**config.mk**
```make
export PLATFORM = sky130hd
export DESIGN_NAME = rsc_config_latch
export DESIGN_NICKNAME = d
export VERILOG_FILES = /design/src/verilog/rsc_pkg.sv /design/src/verilog/rsc_reset_meter.sv /design/src/verilog/rsc_config_latch.sv
export VERILOG_INCLUDE_DIRS = /design/src /design/src/verilog
export SDC_FILE = /design/constraint.sdc
export NUM_CORES = 1
export LEC_CHECK = 0
export BUFFER_PORTS_ARGS = -buffer_cell sky130_fd_sc_hd__buf_2
export CORE_UTILIZATION = 30
export CTS_CLUSTER_DIAMETER = 200
export DETAILED_ROUTE_END_ITERATION = 10
export PLACE_DENSITY = 0.58
export SYNTH_ARGS = -nofsm -noshare
export SYNTH_HDL_FRONTEND = slang
export SYNTH_SLANG_ARGS = --single-unit
```
**constraint.sdc**
```tcl
create_clock -name sys_clk -period 2.1 [get_ports sys_clk]
set_input_delay 0.21 -clock sys_clk [delete_from_list [all_inputs] [get_ports sys_clk]]
set_output_delay 0.21 -clock sys_clk [all_outputs]
set_load 0.1 [all_outputs]
```
**src/verilog/rsc_defines.svh**
```systemverilog
// Constants of the reset strap configuration latch
`ifndef RSC_DEFINES_SVH
`define RSC_DEFINES_SVH

// Clock
`define RSC_CLK_MHZ            250
`define RSC_CLK_PERIOD_NS      4

// Reset pulse times in physical units
`define RSC_FULL_MIN_US        1.2
`define RSC_PART_MIN_NS        40
`define RSC_PART_MAX_NS        500

// Cycle counts (least times round up, longest rounds down)
`define RSC_FULL_MIN_CYC       ($rtoi($ceil(`RSC_FULL_MIN_US * `RSC_CLK_MHZ)))
`define RSC_PART_MIN_CYC       ((`RSC_PART_MIN_NS * `RSC_CLK_MHZ + 999) / 1000)
`define RSC_PART_MAX_CYC       ((`RSC_PART_MAX_NS * `RSC_CLK_MHZ) / 1000)

// Low-time counter width
`define RSC_CNT_W              9

// Strap encodings
`define RSC_RANGE_SW_MODE      2'h0
`define RSC_RANGE_NONE         2'h0
`define RSC_IFACE_PARALLEL     1'h0
`define RSC_IFACE_SERIAL       1'h1
`define RSC_REF_INTERNAL       1'h1
`define RSC_LANE_ONE_WIRE      1'h1
`define RSC_OS_NONE            3'h0

`endif

```
**src/verilog/rsc_pkg.sv**
```systemverilog
// Types of the reset strap configuration latch
package rsc_pkg;

	// Strap pin levels
	typedef struct packed {
		logic [1:0] range_mode_straps;
		logic       reference_source_strap;
		logic       interface_type_strap;
		logic       serial_lane_count_strap;
		logic [2:0] os_strap;
		logic       crc_strap;
		logic       burst_strap;
		logic       seq_strap;
	} rsc_straps_type;

	// Converter settings that come from pins or registers
	typedef struct packed {
		logic [2:0] os_ratio;
		logic       crc_en;
		logic       burst_en;
		logic       seq_en;
	} rsc_cfg_type;

	// Functions available in the latched mode
	typedef struct packed {
		logic oversampling;
		logic crc;
		logic register_access;
		logic individual_ranges;
		logic configurable_sequencer;
		logic diagnostic_channels;
		logic serial_one_wire;
		logic serial_two_wire;
	} rsc_feature_type;

	typedef enum logic [3:0] {
		RSC_ST_UNCFG    = 4'h1,
		RSC_ST_SHUTDOWN = 4'h2,
		RSC_ST_HW       = 4'h4,
		RSC_ST_SW       = 4'h8
	} rsc_state_type;

endpackage

```
**src/verilog/rsc_reset_meter.sv**
```systemverilog
// Measures reset pin low pulses and classifies them as full or partial
`timescale 1ns/1ps
`include "rsc_defines.svh"

module rsc_reset_meter
(
	// Clock and reset
	input  wire logic sys_clk,
	input  wire logic reset,
	// Reset pin from host
	input  wire logic reset_pin_n,
	// Classification
	output logic      full_held,
	output logic      full_release,
	output logic      partial_release
);

	localparam logic [`RSC_CNT_W-1:0] FULL_CYC = `RSC_CNT_W'(`RSC_FULL_MIN_CYC);
	localparam logic [`RSC_CNT_W-1:0] PART_CYC = `RSC_CNT_W'(`RSC_PART_MIN_CYC);

	logic [`RSC_CNT_W-1:0] low_cnt_reg;
	logic                  full_held_reg;
	logic                  full_release_reg;
	logic                  partial_release_reg;

	// Saturating count of cycles spent low
	always_ff @(posedge sys_clk or posedge reset)
	begin
		if (reset)
			low_cnt_reg <= `RSC_CNT_W'h0;
		else if (reset_pin_n)
			low_cnt_reg <= `RSC_CNT_W'h0;
		else if (low_cnt_reg < FULL_CYC)
			low_cnt_reg <= low_cnt_reg + `RSC_CNT_W'h1;
	end

	// Full reset reached while pin still low
	always_ff @(posedge sys_clk or posedge reset)
	begin
		if (reset)
			full_held_reg <= 1'b0;
		else
			full_held_reg <= !reset_pin_n && (low_cnt_reg >= FULL_CYC - `RSC_CNT_W'h1);
	end

	// Release classification; short glitches are ignored
	always_ff @(posedge sys_clk or posedge reset)
	begin
		if (reset)
		begin
			full_release_reg    <= 1'b0;
			partial_release_reg <= 1'b0;
		end
		else
		begin
			full_release_reg    <= reset_pin_n && (low_cnt_reg >= FULL_CYC);
			partial_release_reg <= reset_pin_n && (low_cnt_reg >= PART_CYC) && (low_cnt_reg < FULL_CYC);
		end
	end

	assign full_held       = full_held_reg;
	assign full_release    = full_release_reg;
	assign partial_release = partial_release_reg;

endmodule

```
**src/verilog/rsc_config_latch.sv**
```systemverilog
// Reset strap configuration latch: mode, reference and interface selection
`timescale 1ns/1ps
`include "rsc_defines.svh"

module rsc_config_latch
(
	// Clock and reset
	input  wire logic                     sys_clk,
	input  wire logic                     reset,
	// Host pins
	input  wire logic                     reset_pin_n,
	input  wire rsc_pkg::rsc_straps_type  straps,
	// Settings held in the register file
	input  wire rsc_pkg::rsc_cfg_type     reg_cfg,
	// Register access requests
	input  wire logic                     reg_access_req,
	output logic                          reg_access_grant,
	output logic                          reg_access_refused,
	// Latched configuration
	output logic                          config_valid,
	output logic                          hw_mode,
	output logic                          sw_mode,
	output logic                          internal_ref_enable,
	output logic                          serial_interface,
	output logic                          serial_one_wire,
	output logic [1:0]                    common_range,
	output rsc_pkg::rsc_cfg_type          active_cfg,
	output rsc_pkg::rsc_feature_type      features,
	// Reset events for the rest of the converter
	output logic                          full_reset_active,
	output logic                          partial_reset_pulse
);

	rsc_pkg::rsc_state_type   state_reg;
	rsc_pkg::rsc_state_type   state_next;
	rsc_pkg::rsc_straps_type  straps_reg;
	rsc_pkg::rsc_cfg_type     hw_cfg_reg;
	rsc_pkg::rsc_cfg_type     active_cfg_reg;
	rsc_pkg::rsc_feature_type features_reg;
	rsc_pkg::rsc_feature_type features_next;
	logic                     full_held;
	logic                     full_release;
	logic                     partial_release;
	logic                     int_ref_reg;
	logic                     serial_reg;
	logic                     one_wire_reg;
	logic [1:0]               range_reg;
	logic                     hw_mode_reg;
	logic                     sw_mode_reg;
	logic                     valid_reg;
	logic                     grant_reg;
	logic                     refused_reg;
	logic                     full_active_reg;
	logic                     partial_pulse_reg;

	rsc_reset_meter u_meter
	(
		.sys_clk         (sys_clk),
		.reset           (reset),
		.reset_pin_n     (reset_pin_n),
		.full_held       (full_held),
		.full_release    (full_release),
		.partial_release (partial_release)
	);

	// Straps aligned with the meter's release pulse
	always_ff @(posedge sys_clk or posedge reset)
	begin
		if (reset)
			straps_reg <= '0;
		else
			straps_reg <= straps;
	end

	// Mode state
	always_comb
	begin
		state_next = state_reg;
		if (full_held)
			state_next = rsc_pkg::RSC_ST_SHUTDOWN;
		else if (full_release)
		begin
			if (straps_reg.range_mode_straps == `RSC_RANGE_SW_MODE)
				state_next = rsc_pkg::RSC_ST_SW;
			else
				state_next = rsc_pkg::RSC_ST_HW;
		end
	end

	// Only a full reset moves the mode; partial resets leave it
	always_ff @(posedge sys_clk or posedge reset)
	begin
		if (reset)
			state_reg <= rsc_pkg::RSC_ST_UNCFG;
		else
			state_reg <= state_next;
	end

	// Pin-latched settings, captured only at full reset release
	always_ff @(posedge sys_clk or posedge reset)
	begin
		if (reset)
		begin
			int_ref_reg  <= 1'b0;
			serial_reg   <= 1'b0;
			one_wire_reg <= 1'b0;
			hw_cfg_reg   <= '0;
		end
		else if (full_held)
		begin
			int_ref_reg  <= 1'b0;
			serial_reg   <= 1'b0;
			one_wire_reg <= 1'b0;
			hw_cfg_reg   <= '0;
		end
		else if (full_release)
		begin
			int_ref_reg  <= straps_reg.reference_source_strap == `RSC_REF_INTERNAL;
			serial_reg   <= straps_reg.interface_type_strap == `RSC_IFACE_SERIAL;
			one_wire_reg <= (straps_reg.interface_type_strap == `RSC_IFACE_SERIAL)
				&& (straps_reg.serial_lane_count_strap == `RSC_LANE_ONE_WIRE);
			hw_cfg_reg   <= '{straps_reg.os_strap, straps_reg.crc_strap,
				straps_reg.burst_strap, straps_reg.seq_strap};
		end
	end

	// Availability matrix
	always_comb
	begin
		features_next = '0;
		unique case (state_reg)
			rsc_pkg::RSC_ST_SW:
			begin
				features_next = '1;
				features_next.serial_one_wire = serial_reg;
				features_next.serial_two_wire = serial_reg;
			end
			rsc_pkg::RSC_ST_HW:
			begin
				features_next.oversampling    = serial_reg;
				features_next.crc             = serial_reg;
				features_next.serial_one_wire = serial_reg;
				features_next.serial_two_wire = serial_reg;
			end
			rsc_pkg::RSC_ST_UNCFG,
			rsc_pkg::RSC_ST_SHUTDOWN:
				features_next = '0;
			default:
				features_next = '0;
		endcase
	end

	// Settings source and mode outputs
	always_ff @(posedge sys_clk or posedge reset)
	begin
		if (reset)
		begin
			active_cfg_reg <= '0;
			range_reg      <= `RSC_RANGE_NONE;
			features_reg   <= '0;
			hw_mode_reg    <= 1'b0;
			sw_mode_reg    <= 1'b0;
			valid_reg      <= 1'b0;
		end
		else
		begin
			features_reg <= features_next;
			hw_mode_reg  <= state_reg == rsc_pkg::RSC_ST_HW;
			sw_mode_reg  <= state_reg == rsc_pkg::RSC_ST_SW;
			valid_reg    <= (state_reg == rsc_pkg::RSC_ST_HW) || (state_reg == rsc_pkg::RSC_ST_SW);
			if (state_reg == rsc_pkg::RSC_ST_HW)
			begin
				// Pins only; parallel hardware mode lacks oversampling and CRC
				active_cfg_reg          <= hw_cfg_reg;
				active_cfg_reg.os_ratio <= serial_reg ? hw_cfg_reg.os_ratio : `RSC_OS_NONE;
				active_cfg_reg.crc_en   <= serial_reg && hw_cfg_reg.crc_en;
				range_reg               <= straps_reg.range_mode_straps;
			end
			else if (state_reg == rsc_pkg::RSC_ST_SW)
			begin
				active_cfg_reg <= reg_cfg;
				range_reg      <= `RSC_RANGE_NONE;
			end
			else
			begin
				active_cfg_reg <= '0;
				range_reg      <= `RSC_RANGE_NONE;
			end
		end
	end

	// Register access gate
	always_ff @(posedge sys_clk or posedge reset)
	begin
		if (reset)
		begin
			grant_reg   <= 1'b0;
			refused_reg <= 1'b0;
		end
		else
		begin
			grant_reg   <= reg_access_req && (state_reg == rsc_pkg::RSC_ST_SW);
			refused_reg <= reg_access_req && (state_reg != rsc_pkg::RSC_ST_SW);
		end
	end

	// Reset events
	always_ff @(posedge sys_clk or posedge reset)
	begin
		if (reset)
		begin
			full_active_reg   <= 1'b0;
			partial_pulse_reg <= 1'b0;
		end
		else
		begin
			full_active_reg   <= state_next == rsc_pkg::RSC_ST_SHUTDOWN;
			partial_pulse_reg <= partial_release;
		end
	end

	assign config_valid        = valid_reg;
	assign hw_mode             = hw_mode_reg;
	assign sw_mode             = sw_mode_reg;
	assign internal_ref_enable = int_ref_reg;
	assign serial_interface    = serial_reg;
	assign serial_one_wire     = one_wire_reg;
	assign common_range        = range_reg;
	assign active_cfg          = active_cfg_reg;
	assign features            = features_reg;
	assign reg_access_grant    = grant_reg;
	assign reg_access_refused  = refused_reg;
	assign full_reset_active   = full_active_reg;
	assign partial_reset_pulse = partial_pulse_reg;

endmodule

```
# Word level (Yosys, flattened, before mapping)
# Index checks and enable logic that the tools add are counted.
dict set report classes {
  magnitude_cmp 4
  n_reduce_logical 14
  n_eq_ne 4
  n_mux 20
  n_addsub 1
}
# op n
set op_table {}
lappend op_table {{$mux 6} 4}
lappend op_table {{$ge 9x9->1 const B} 2}
lappend op_table {{$mux 9} 2}
lappend op_table {{$mux 4} 4}
lappend op_table {{$add 9x1->9 const B} 1}
lappend op_table {{$ge 9x4->1 const B} 1}
lappend op_table {{$lt 9x9->1 const B} 1}
lappend op_table {{$logic_and 1x1->1} 8}
lappend op_table {{$mux 1} 6}
lappend op_table {{$eq 4x2->1 const B} 1}
lappend op_table {{$eq 4x3->1 const B} 1}
lappend op_table {{$eq 4x4->1 const B} 1}
lappend op_table {{$mux 2} 2}
lappend op_table {{$ne 4x4->1 const B} 1}
lappend op_table {{$pmux 2 s2} 1}
lappend op_table {{$reduce_bool 2->1} 2}
lappend op_table {{$mux 3} 1}
lappend op_table {{$logic_not 2->1} 1}
lappend op_table {{$reduce_or 2->1} 1}
lappend op_table {{$logic_not 1->1} 1}
lappend op_table {{$logic_or 1x1->1} 1}
dict set report word_totals {
  word_cells 83
  ff_bits 59
}

# Logic depth before layout (Yosys ltp)
# Gate-level depths: netlist of the first run.
dict set report logic_depth {
  ltp_word 5
  mapped_depth 4
}

# Hierarchy
# A second synthesis of the first run with hierarchy kept.
dict set report hier_totals {
  hier_cells 158
  hier_area_um2 2084.5
}
# mod instances cells_each area_each_um2 seq_area_each_um2
set modules_own_cells {}
lappend modules_own_cells {rsc_config_latch 1 96 1442.6 1027.2}
lappend modules_own_cells {rsc_reset_meter 1 62 641.9 300.3}

# Worst setup path before layout of the first run
# OpenSTA, ideal clock, no wires.
dict set report synth_timing {
  path_type {reg2out}
  start {register, netlist name features[3]}
  end {output port features[2] in the netlist's numbering}
  required_time_ns 1.890
  path_buffers 1
  path_slack_ns 0.516
  path_stages_with_launch 2
  t_arrival_ns 1.374
  cell_sequence {dfrtp_1 -> buf_4}
}
# item line_no
set synth_lines {}
lappend synth_lines {{end, declared} rsc_config_latch.sv:28} ;# output rsc_pkg::rsc_feature_type features,

# Final worst setup path of the first run
dict set report layout_timing {
  start {register u_meter.low_cnt_reg[1]}
  end {register u_meter.full_held_reg, in the netlist u_meter.full_held}
}
dict set report layout_between {
  elab_chain_len 2
}
# item line_no
set layout_lines {}
lappend layout_lines {{start, declared} rsc_reset_meter.sv:21} ;# logic [`RSC_CNT_W-1:0] low_cnt_reg;
lappend layout_lines {{start signal, assigned} rsc_reset_meter.sv:30} ;# low_cnt_reg <= `RSC_CNT_W'h0;
lappend layout_lines {{start signal, assigned} rsc_reset_meter.sv:32} ;# low_cnt_reg <= `RSC_CNT_W'h0;
lappend layout_lines {{start signal, assigned} rsc_reset_meter.sv:34} ;# low_cnt_reg <= low_cnt_reg + `RSC_CNT_W'h1;
lappend layout_lines {{$ge 9x9->1} rsc_reset_meter.sv:43} ;# full_held_reg <= !reset_pin_n && (low_cnt_reg >= FULL_CYC - `RSC_CNT_W'h1);
lappend layout_lines {{$logic_and 1x1->1} rsc_reset_meter.sv:43}
lappend layout_lines {{end signal, assigned} rsc_reset_meter.sv:43}
lappend layout_lines {{end, declared} rsc_reset_meter.sv:22} ;# logic full_held_reg;
# Every way passes these cells.
# A chain may end at the register's enable or synchronous reset.

==> out/metrics.yaml, run 1 <==
run_status: "completed"
vias_per_cell: 4.36
finalSetupViolCount: 0
diodes: 0
max_slew_margin_pct: 63.1
leakagePower_uw: 0.00128
htree_levels: 2
synth_top_cells_by_count: "dfrtp_1 (52), nor2_1 (15), mux2i_1 (8)"
root_buffer: "clkbuf_8"
first_global_vias: 1277
drive_gt1_share_pct: 30.9
synth_seq_area_share_pct: 63.0
wl_per_cell_um: 11.5
grt_pass1_wl_mm: 6.04
setup_tns_ps: 0
crit_fanout: 7
grt_use_met2_pct: 17.2
rrSetupSlack_ps: 490
dieHeight_um: 85.8
powerDensity_nw_per_um2: 842
syn_nets: 187
synth.ff_latch_count: 53
max-clock-path-buffers: 2
numClockSinks: 53
drc: 0
boundaryPins: 47
synth_top_family_by_area: "simple AND/OR/NAND/NOR gates"
synth-simple-area-share_pct: 14.5
largest_reg_flops: 11
clkTransAtPathRegs_ps: 100
start_util_pct: 31.0
synthToLayoutAreaGrowth_pct: 23.1
grt_util_met3_pct: 3.08
worstPathCellList: "ha_1 > a211o_1 > a2111oi_0 > nor4b_1"
use_met1_pct: 13.6
arrival_ps: 1790
hp-class: "primary input to flip-flop"
dieArea_um2: 7370
period_share_pct: 76.8
cp-start-kind: "flip-flop"
row_count: 30
clk_latency_ps: 300
grt_busiest_layer: "met2"
grt_util_all_layers_pct: 10.6
slowest_stage: "dfrtp_1"
critPathCaptureType: "flip-flop"
portBuffers: 46
grt_max_degree: 30
gp_congestion: 0.815
fmax_mhz: 620
required_ps: 2280
synth_mux_area_share_pct: 6.47
nNetsFinal: 239
synth_warnings: 0
cts_tree: "built"
dieWidth_um: 85.8
drt_pass1_iterations: 4
place_hpwl_mm: 2.49
hold_slack_ps: 16.9
synth.most_common_cell: "dfrtp_1"
finClkSkew_ps: 6.01
synth_compound_area_share_pct: 9.73
ant_nets: 0
drt_iter0_drc: 51
synth_edf_count: 0
drv_slew: 0
numCtsBuffers: 5
critPathLaunch: "u_meter.low_cnt_reg[1]$_DFFE_PP0P_"
coreArea_um2: 6790
synth-xor-area-share_pct: 0
worstRegToRegCells: 4
r2r_start: "u_meter.low_cnt_reg[1]$_DFFE_PP0P_"
finalHoldViolations: 0
synth.cell_area_um2: 2110
critPathMaxStageDelay_ps: 470
num_vias: 1365
rsz0062_at_grt: "no"
wirelength_mm: 3.59
ir_worst_vdd_uv: 248
worst_pin_slew_ps: 552
synth.top_cells.by_area: "dfrtp_1 (62%), mux2i_1 (3.8%), nor2_1 (2.7%)"
overflow: 0
rr_endpoint: "u_meter.full_held$_DFF_PP0_"
synth_top_area_share_pct: 61.7
total_power_uw: 2190
syn_avg_cell_area_um2: 12.9
synth_largest_area_cell: "dfrtp_1"
path_class: "flip-flop to flip-flop"
ys_async_sr_fraction_pct: 100
antenna_found_initial: 0
synth_ff_type: "dfrtp_1"
fin_crit_ps: 1610
synth.distinct_cells: 41
crit_end: "u_meter.full_held$_DFF_PP0_"
synthAdderAreaFrac_pct: 1.19
synth_cells: 164
drv_cap: 0
report_power, final:
| group | switching [µW] | internal, µW | leakage (µW) |
|---|---|---|---|
| clock network | 350 | 243 | 0.0000423 |
| logic | 373 | 100 | 0.000548 |
| registers | 36.1 | 1080 | 0.000686 |
logic make-up (layout without fill, tap and decap cells):
| group | Yosys count | after routing |
|---|---|---|
| simple gates | 49 | 49 |
| mux | 13 | 13 |
| buf+inv | 20 | 73 |
| flops | 53 | 53 |
| compound gates | 27 | 27 |
| fa+ha+maj | 2 | 2 |
routing by layer:
layer | vias up | wire [µm]
met2 | 52 | 1600
met5 | - | 0
met3 | 5 | 204
met1 | 640 | 1750
met4 | 0 | 29
li1 | 668 | -
cells in the final DEF (no fill, tap or decap), types with 2 or more instances in the layout:
cell	count
nor2b_1	5
or4_1	2
nor4b_1	2
a311oi_1	2
mux2_2	2
mux2_1	3
dlygate4sd3_1	9
o31ai_1	2
nor2_1	15
clkbuf_8	5
clkinvlp_4	2
o21a_1	2
buf_2	46
a22o_1	6
dfrtp_1	52
inv_1	6
a21oi_1	7
or3_1	3
mux2i_1	8
ha_1	2
nand2b_1	2
nand3_1	3
a21o_1	2
and2_1	5
buf_4	2
nand2_1	3
final cells by class:
class,count,area [µm²]
fill,647,4200
sequential,53,1330
timing repair buffer,58,355
tap,96,120
clock buffer,5,68.8
multi-input combinational,91,672
inverter,7,26.3
clock inverter,3,26.3
worst max-delay path, delay by kind of cell, from the launching register on:
kind | cells | cell delay (ps)
compound gates | 2 | 670
fa+ha+maj | 1 | 240
flops | 1 | 470
simple gates | 1 | 110
what timing repair did:
action / CTS / global route
hold endpoints to repair: 27 / 4
buffers inserted: 0 / 0
hold buffers: 5 / 4
resized for setup: 0 / 0
through the flow:
stage	setup slack [ps]	std cells	util (%)	area (µm²)
finish	488	313	38.2	2600
global route	368	313	38.2	2600
CTS	473	309	37.6	2560
detailed placement	498	296	35.5	2410
global placement	531	296	35.5	2410
floorplan	516	164	-	2110
worst min-delay path by stage:
stage                    from                            endpoint  slack, ps  cells past startpoint
global route        straps[6]             straps_reg[6]$_DFF_PP0_          9                      1
detailed placement      reset             straps_reg[8]$_DFF_PP0_        310                      2
CTS                 straps[8]             straps_reg[8]$_DFF_PP0_          2                      1
finish              straps[1]             straps_reg[1]$_DFF_PP0_         20                      1
global placement        reset  u_meter.low_cnt_reg[7]$_DFFE_PP0P_        310                      2
floorplan           straps[0]             straps_reg[0]$_DFF_PP0_        240                      0
(Power assumes the default switching activity.)
==> run 2, diff against run 1 <==
--- a/config.mk
+++ b/config.mk
@@ -6,6 +6,7 @@
 export SDC_FILE = /design/constraint.sdc
 export NUM_CORES = 1
 export LEC_CHECK = 0
+export ABC_AREA = 1
 export BUFFER_PORTS_ARGS = -buffer_cell sky130_fd_sc_hd__buf_2
 export CORE_UTILIZATION = 30
 export CTS_CLUSTER_DIAMETER = 200
==> constraint.sdc (replaced) <==
create_clock -name sys_clk -period 1.6 [get_ports sys_clk]
set_input_delay 0.16 -clock sys_clk [delete_from_list [all_inputs] [get_ports sys_clk]]
set_output_delay 0.16 -clock sys_clk [all_outputs]
set_load 0.1 [all_outputs]
==> run 2 against run 1 <==
Compared with the run above: flip-flop and latch count did not move; synthesized area rose by 1.2%; routed wire length rose by 7.4%; register-to-register slack got worse by 160 ps; cell count rose by 19%; highest routed layer unchanged; global-route usage rose by 0.24 points; largest power group unchanged.
==> out/metrics.yaml, run 2 <==
start_util_pct: 31.2  # +0.20 points
vias_per_cell: 4.11  # -5.6%
clkTransAtPathRegs_ps: 100  # about the same
period_share_pct: 81.4
path_buf_inv: 1  # +1
place_hpwl_mm: 2.78  # +12%
path_class: "flip-flop to output port"
cp-start-kind: "flip-flop"
critPathMaxStageDelay_ps: 440  # -30 ps
wl_met3_um: 202  # -0.98%
max-clock-path-buffers: 2  # unchanged
gp_congestion: 0.783  # -3.9%
overflow: 0  # unchanged
hold_slack_ps: 69.8  # +52.9 ps
clk_latency_ps: 300  # about the same
cts_tree: "built"
synth_warnings: 0  # unchanged
run_status: "completed"
final_common_cell: "dfrtp_1"
wl_met2_mm: 1.85  # +16%
final_cells: 374  # +19%
setup_tns_ps: 0  # unchanged
synth.distinct_cells: 24  # -41%
dieArea_um2: 7450  # +1.2%
row_count: 30  # unchanged
portBuffers: 46  # unchanged
top_layer: "met4"
numCtsBuffers: 5  # unchanged
synth.ff_latch_count: 53  # unchanged
fin_util_pct: 38.8  # +0.63 points
dp.cells: 354  # +20%
crit_family: "buffers and inverters"
grt_util_all_layers_pct: 10.9  # +0.24 points
synth.top_cells.by_area: "dfrtp_1 (61%), nand2_1 (8.3%), inv_1 (4.2%)"
cts_hold_buf: 12  # +7
first_global_vias: 1401  # +9.7%
antenna_found_initial: 0  # unchanged
total_power_uw: 2490  # +14%
boundaryPins: 47  # unchanged
diodes: 0  # unchanged
cts_resized: 0  # unchanged
synth_ff_type: "dfrtp_1"
synth_top_area_share_pct: 61.0  # -0.72 points
dieHeight_um: 86.3  # +0.58%
powerDensity_nw_per_um2: 938  # +11%
required_ps: 1440  # -840 ps
synth_edf_count: 0  # unchanged
synth_top_cells_by_count: "dfrtp_1 (52), nand2_1 (47), inv_1 (24)"
fmax_mhz: 768
syn_avg_cell_area_um2: 9.79  # -24%
finalSetupViolCount: 0  # unchanged
worst_pin_slew_ps: 483  # -69.4 ps
synthToLayoutAreaGrowth_pct: 24.4
leakagePower_uw: 0.00138  # +8.3%
coreArea_um2: 6830  # +0.55%
crit_fanout: 3  # -4
wirelength_mm: 3.85  # +7.4%
syn_nets: 241  # +29%
synth_cells: 218  # +33%
dieWidth_um: 86.3  # +0.58%
cts_setup_buffers: 0  # unchanged
drt_pass1_iterations: 4  # unchanged
drc: 0  # unchanged
rsz0062_at_grt: "no"
num_vias: 1539  # +13%
max_slew_margin_pct: 67.8  # +4.6 points
root_buffer: "clkbuf_8"
ys_async_sr_fraction_pct: 100  # unchanged
drv_cap: 0  # unchanged
htree_levels: 2  # unchanged
hp-class: "primary input to flip-flop"
synth_seq_area_share_pct: 62.2  # -0.74 points
arrival_ps: 1140  # -650 ps
drive_gt1_share_pct: 28.1  # -2.8 points
drt_iter0_drc: 68  # +33%
slowest_stage: "buf_2"
synth_largest_area_cell: "dfrtp_1"
grt_pass1_wl_mm: 6.18  # +2.2%
grt_max_degree: 23  # -23%
largest_reg_flops: 11  # unchanged
critPathCaptureType: "output port"
numClockSinks: 53  # unchanged
synth.most_common_cell: "dfrtp_1"
worstPathCellList: "buf_2"
drt-met1-wl_mm: 1.72  # -1.9%
wl_per_cell_um: 10.3  # -10%
layout_common_cells: "dfrtp_1 (52), nand2_1 (47), buf_2 (46)"
synth.cell_area_um2: 2130  # +1.2%
ir_worst_vdd_uv: 336  # +35%
nNetsFinal: 300  # +26%
ant_nets: 0  # unchanged
finalHoldViolations: 0  # unchanged
finClkSkew_ps: 5.84  # -0.172 ps
fin_crit_ps: 1300
drv_slew: 0  # unchanged
==> run 2: cell count changes in the layout (fill, tap and decap cells not counted), moves of 8 or more <==
cell	change
inv_1	+17
mux2i_1	-8
nand2_1	+44
nand2_2	+10
nand3_1	+13
o21ai_0	+10
==> run 2: logic make-up (layout without fill, tap and decap cells) <==
logic type               count (synthesis)  count (layout)  share of synthesized area (%)
adder cells (fa/ha/maj)                  2               2                           1.17
buffers and inverters                   38              98                           8.92
AND/OR/NAND/NOR                         97              97                           20.1
AO/OA/AOI/OAI                           28              28                           7.57
flip-flops                              53              53                           62.2
==> run 2: cell type report <==
| type | count | area, µm² |
|---|---|---|
| clock buffers | 5 | 68.8 |
| fillers | 709 | 4180 |
| flip-flops and latches | 53 | 1330 |
| inverters | 30 | 118 |
| multi-input cells | 127 | 616 |
| clock inverters | 3 | 26.3 |
| repair buffers | 60 | 378 |
| well taps | 96 | 120 |
==> run 2: power breakdown <==
part	switching, µW	internal, µW
clock network	456	319
registers	21.2	1380
logic	233	77.8
==> run 2: layer usage <==
layer / track usage [%] / up-vias
met4: 5.30 / 0
met5: 0 / -
met1: 12.7 / 694
li1: - / 790
met3: 3.14 / 8
met2: 18.3 / 47
==> run 2: per-stage QoR <==
stage / setup WS (ps) / cell area [µm²]
6_report: 298 / 2650
3_5_place_dp: 349 / 2440
5_1_grt: 205 / 2650
4_1_cts: 289 / 2650
2_1_floorplan: 66.2 / 2130
3_3_place_gp: 377 / 2440
==> run 2: worst paths after layout <==
kind	start	to	slack (ps)	cells after the start
hold reg to reg	u_meter.partial_release$_DFF_PP0_	partial_reset_pulse$_DFF_PP0_	360	0
max in group asynchronous	reset	u_meter.low_cnt_reg[5]$_DFFE_PP0P_	630	4
hold / removal	reg_cfg[3]	active_cfg[3]$_DFF_PP0_	70	3
setup / recovery	serial_interface$_DFFE_PP0P_	serial_interface	300	1
setup reg to reg	u_meter.low_cnt_reg[1]$_DFFE_PP0P_	u_meter.low_cnt_reg[6]$_DFFE_PP0P_	330	6
min in group asynchronous	reset	u_meter.low_cnt_reg[7]$_DFFE_PP0P_	410	3
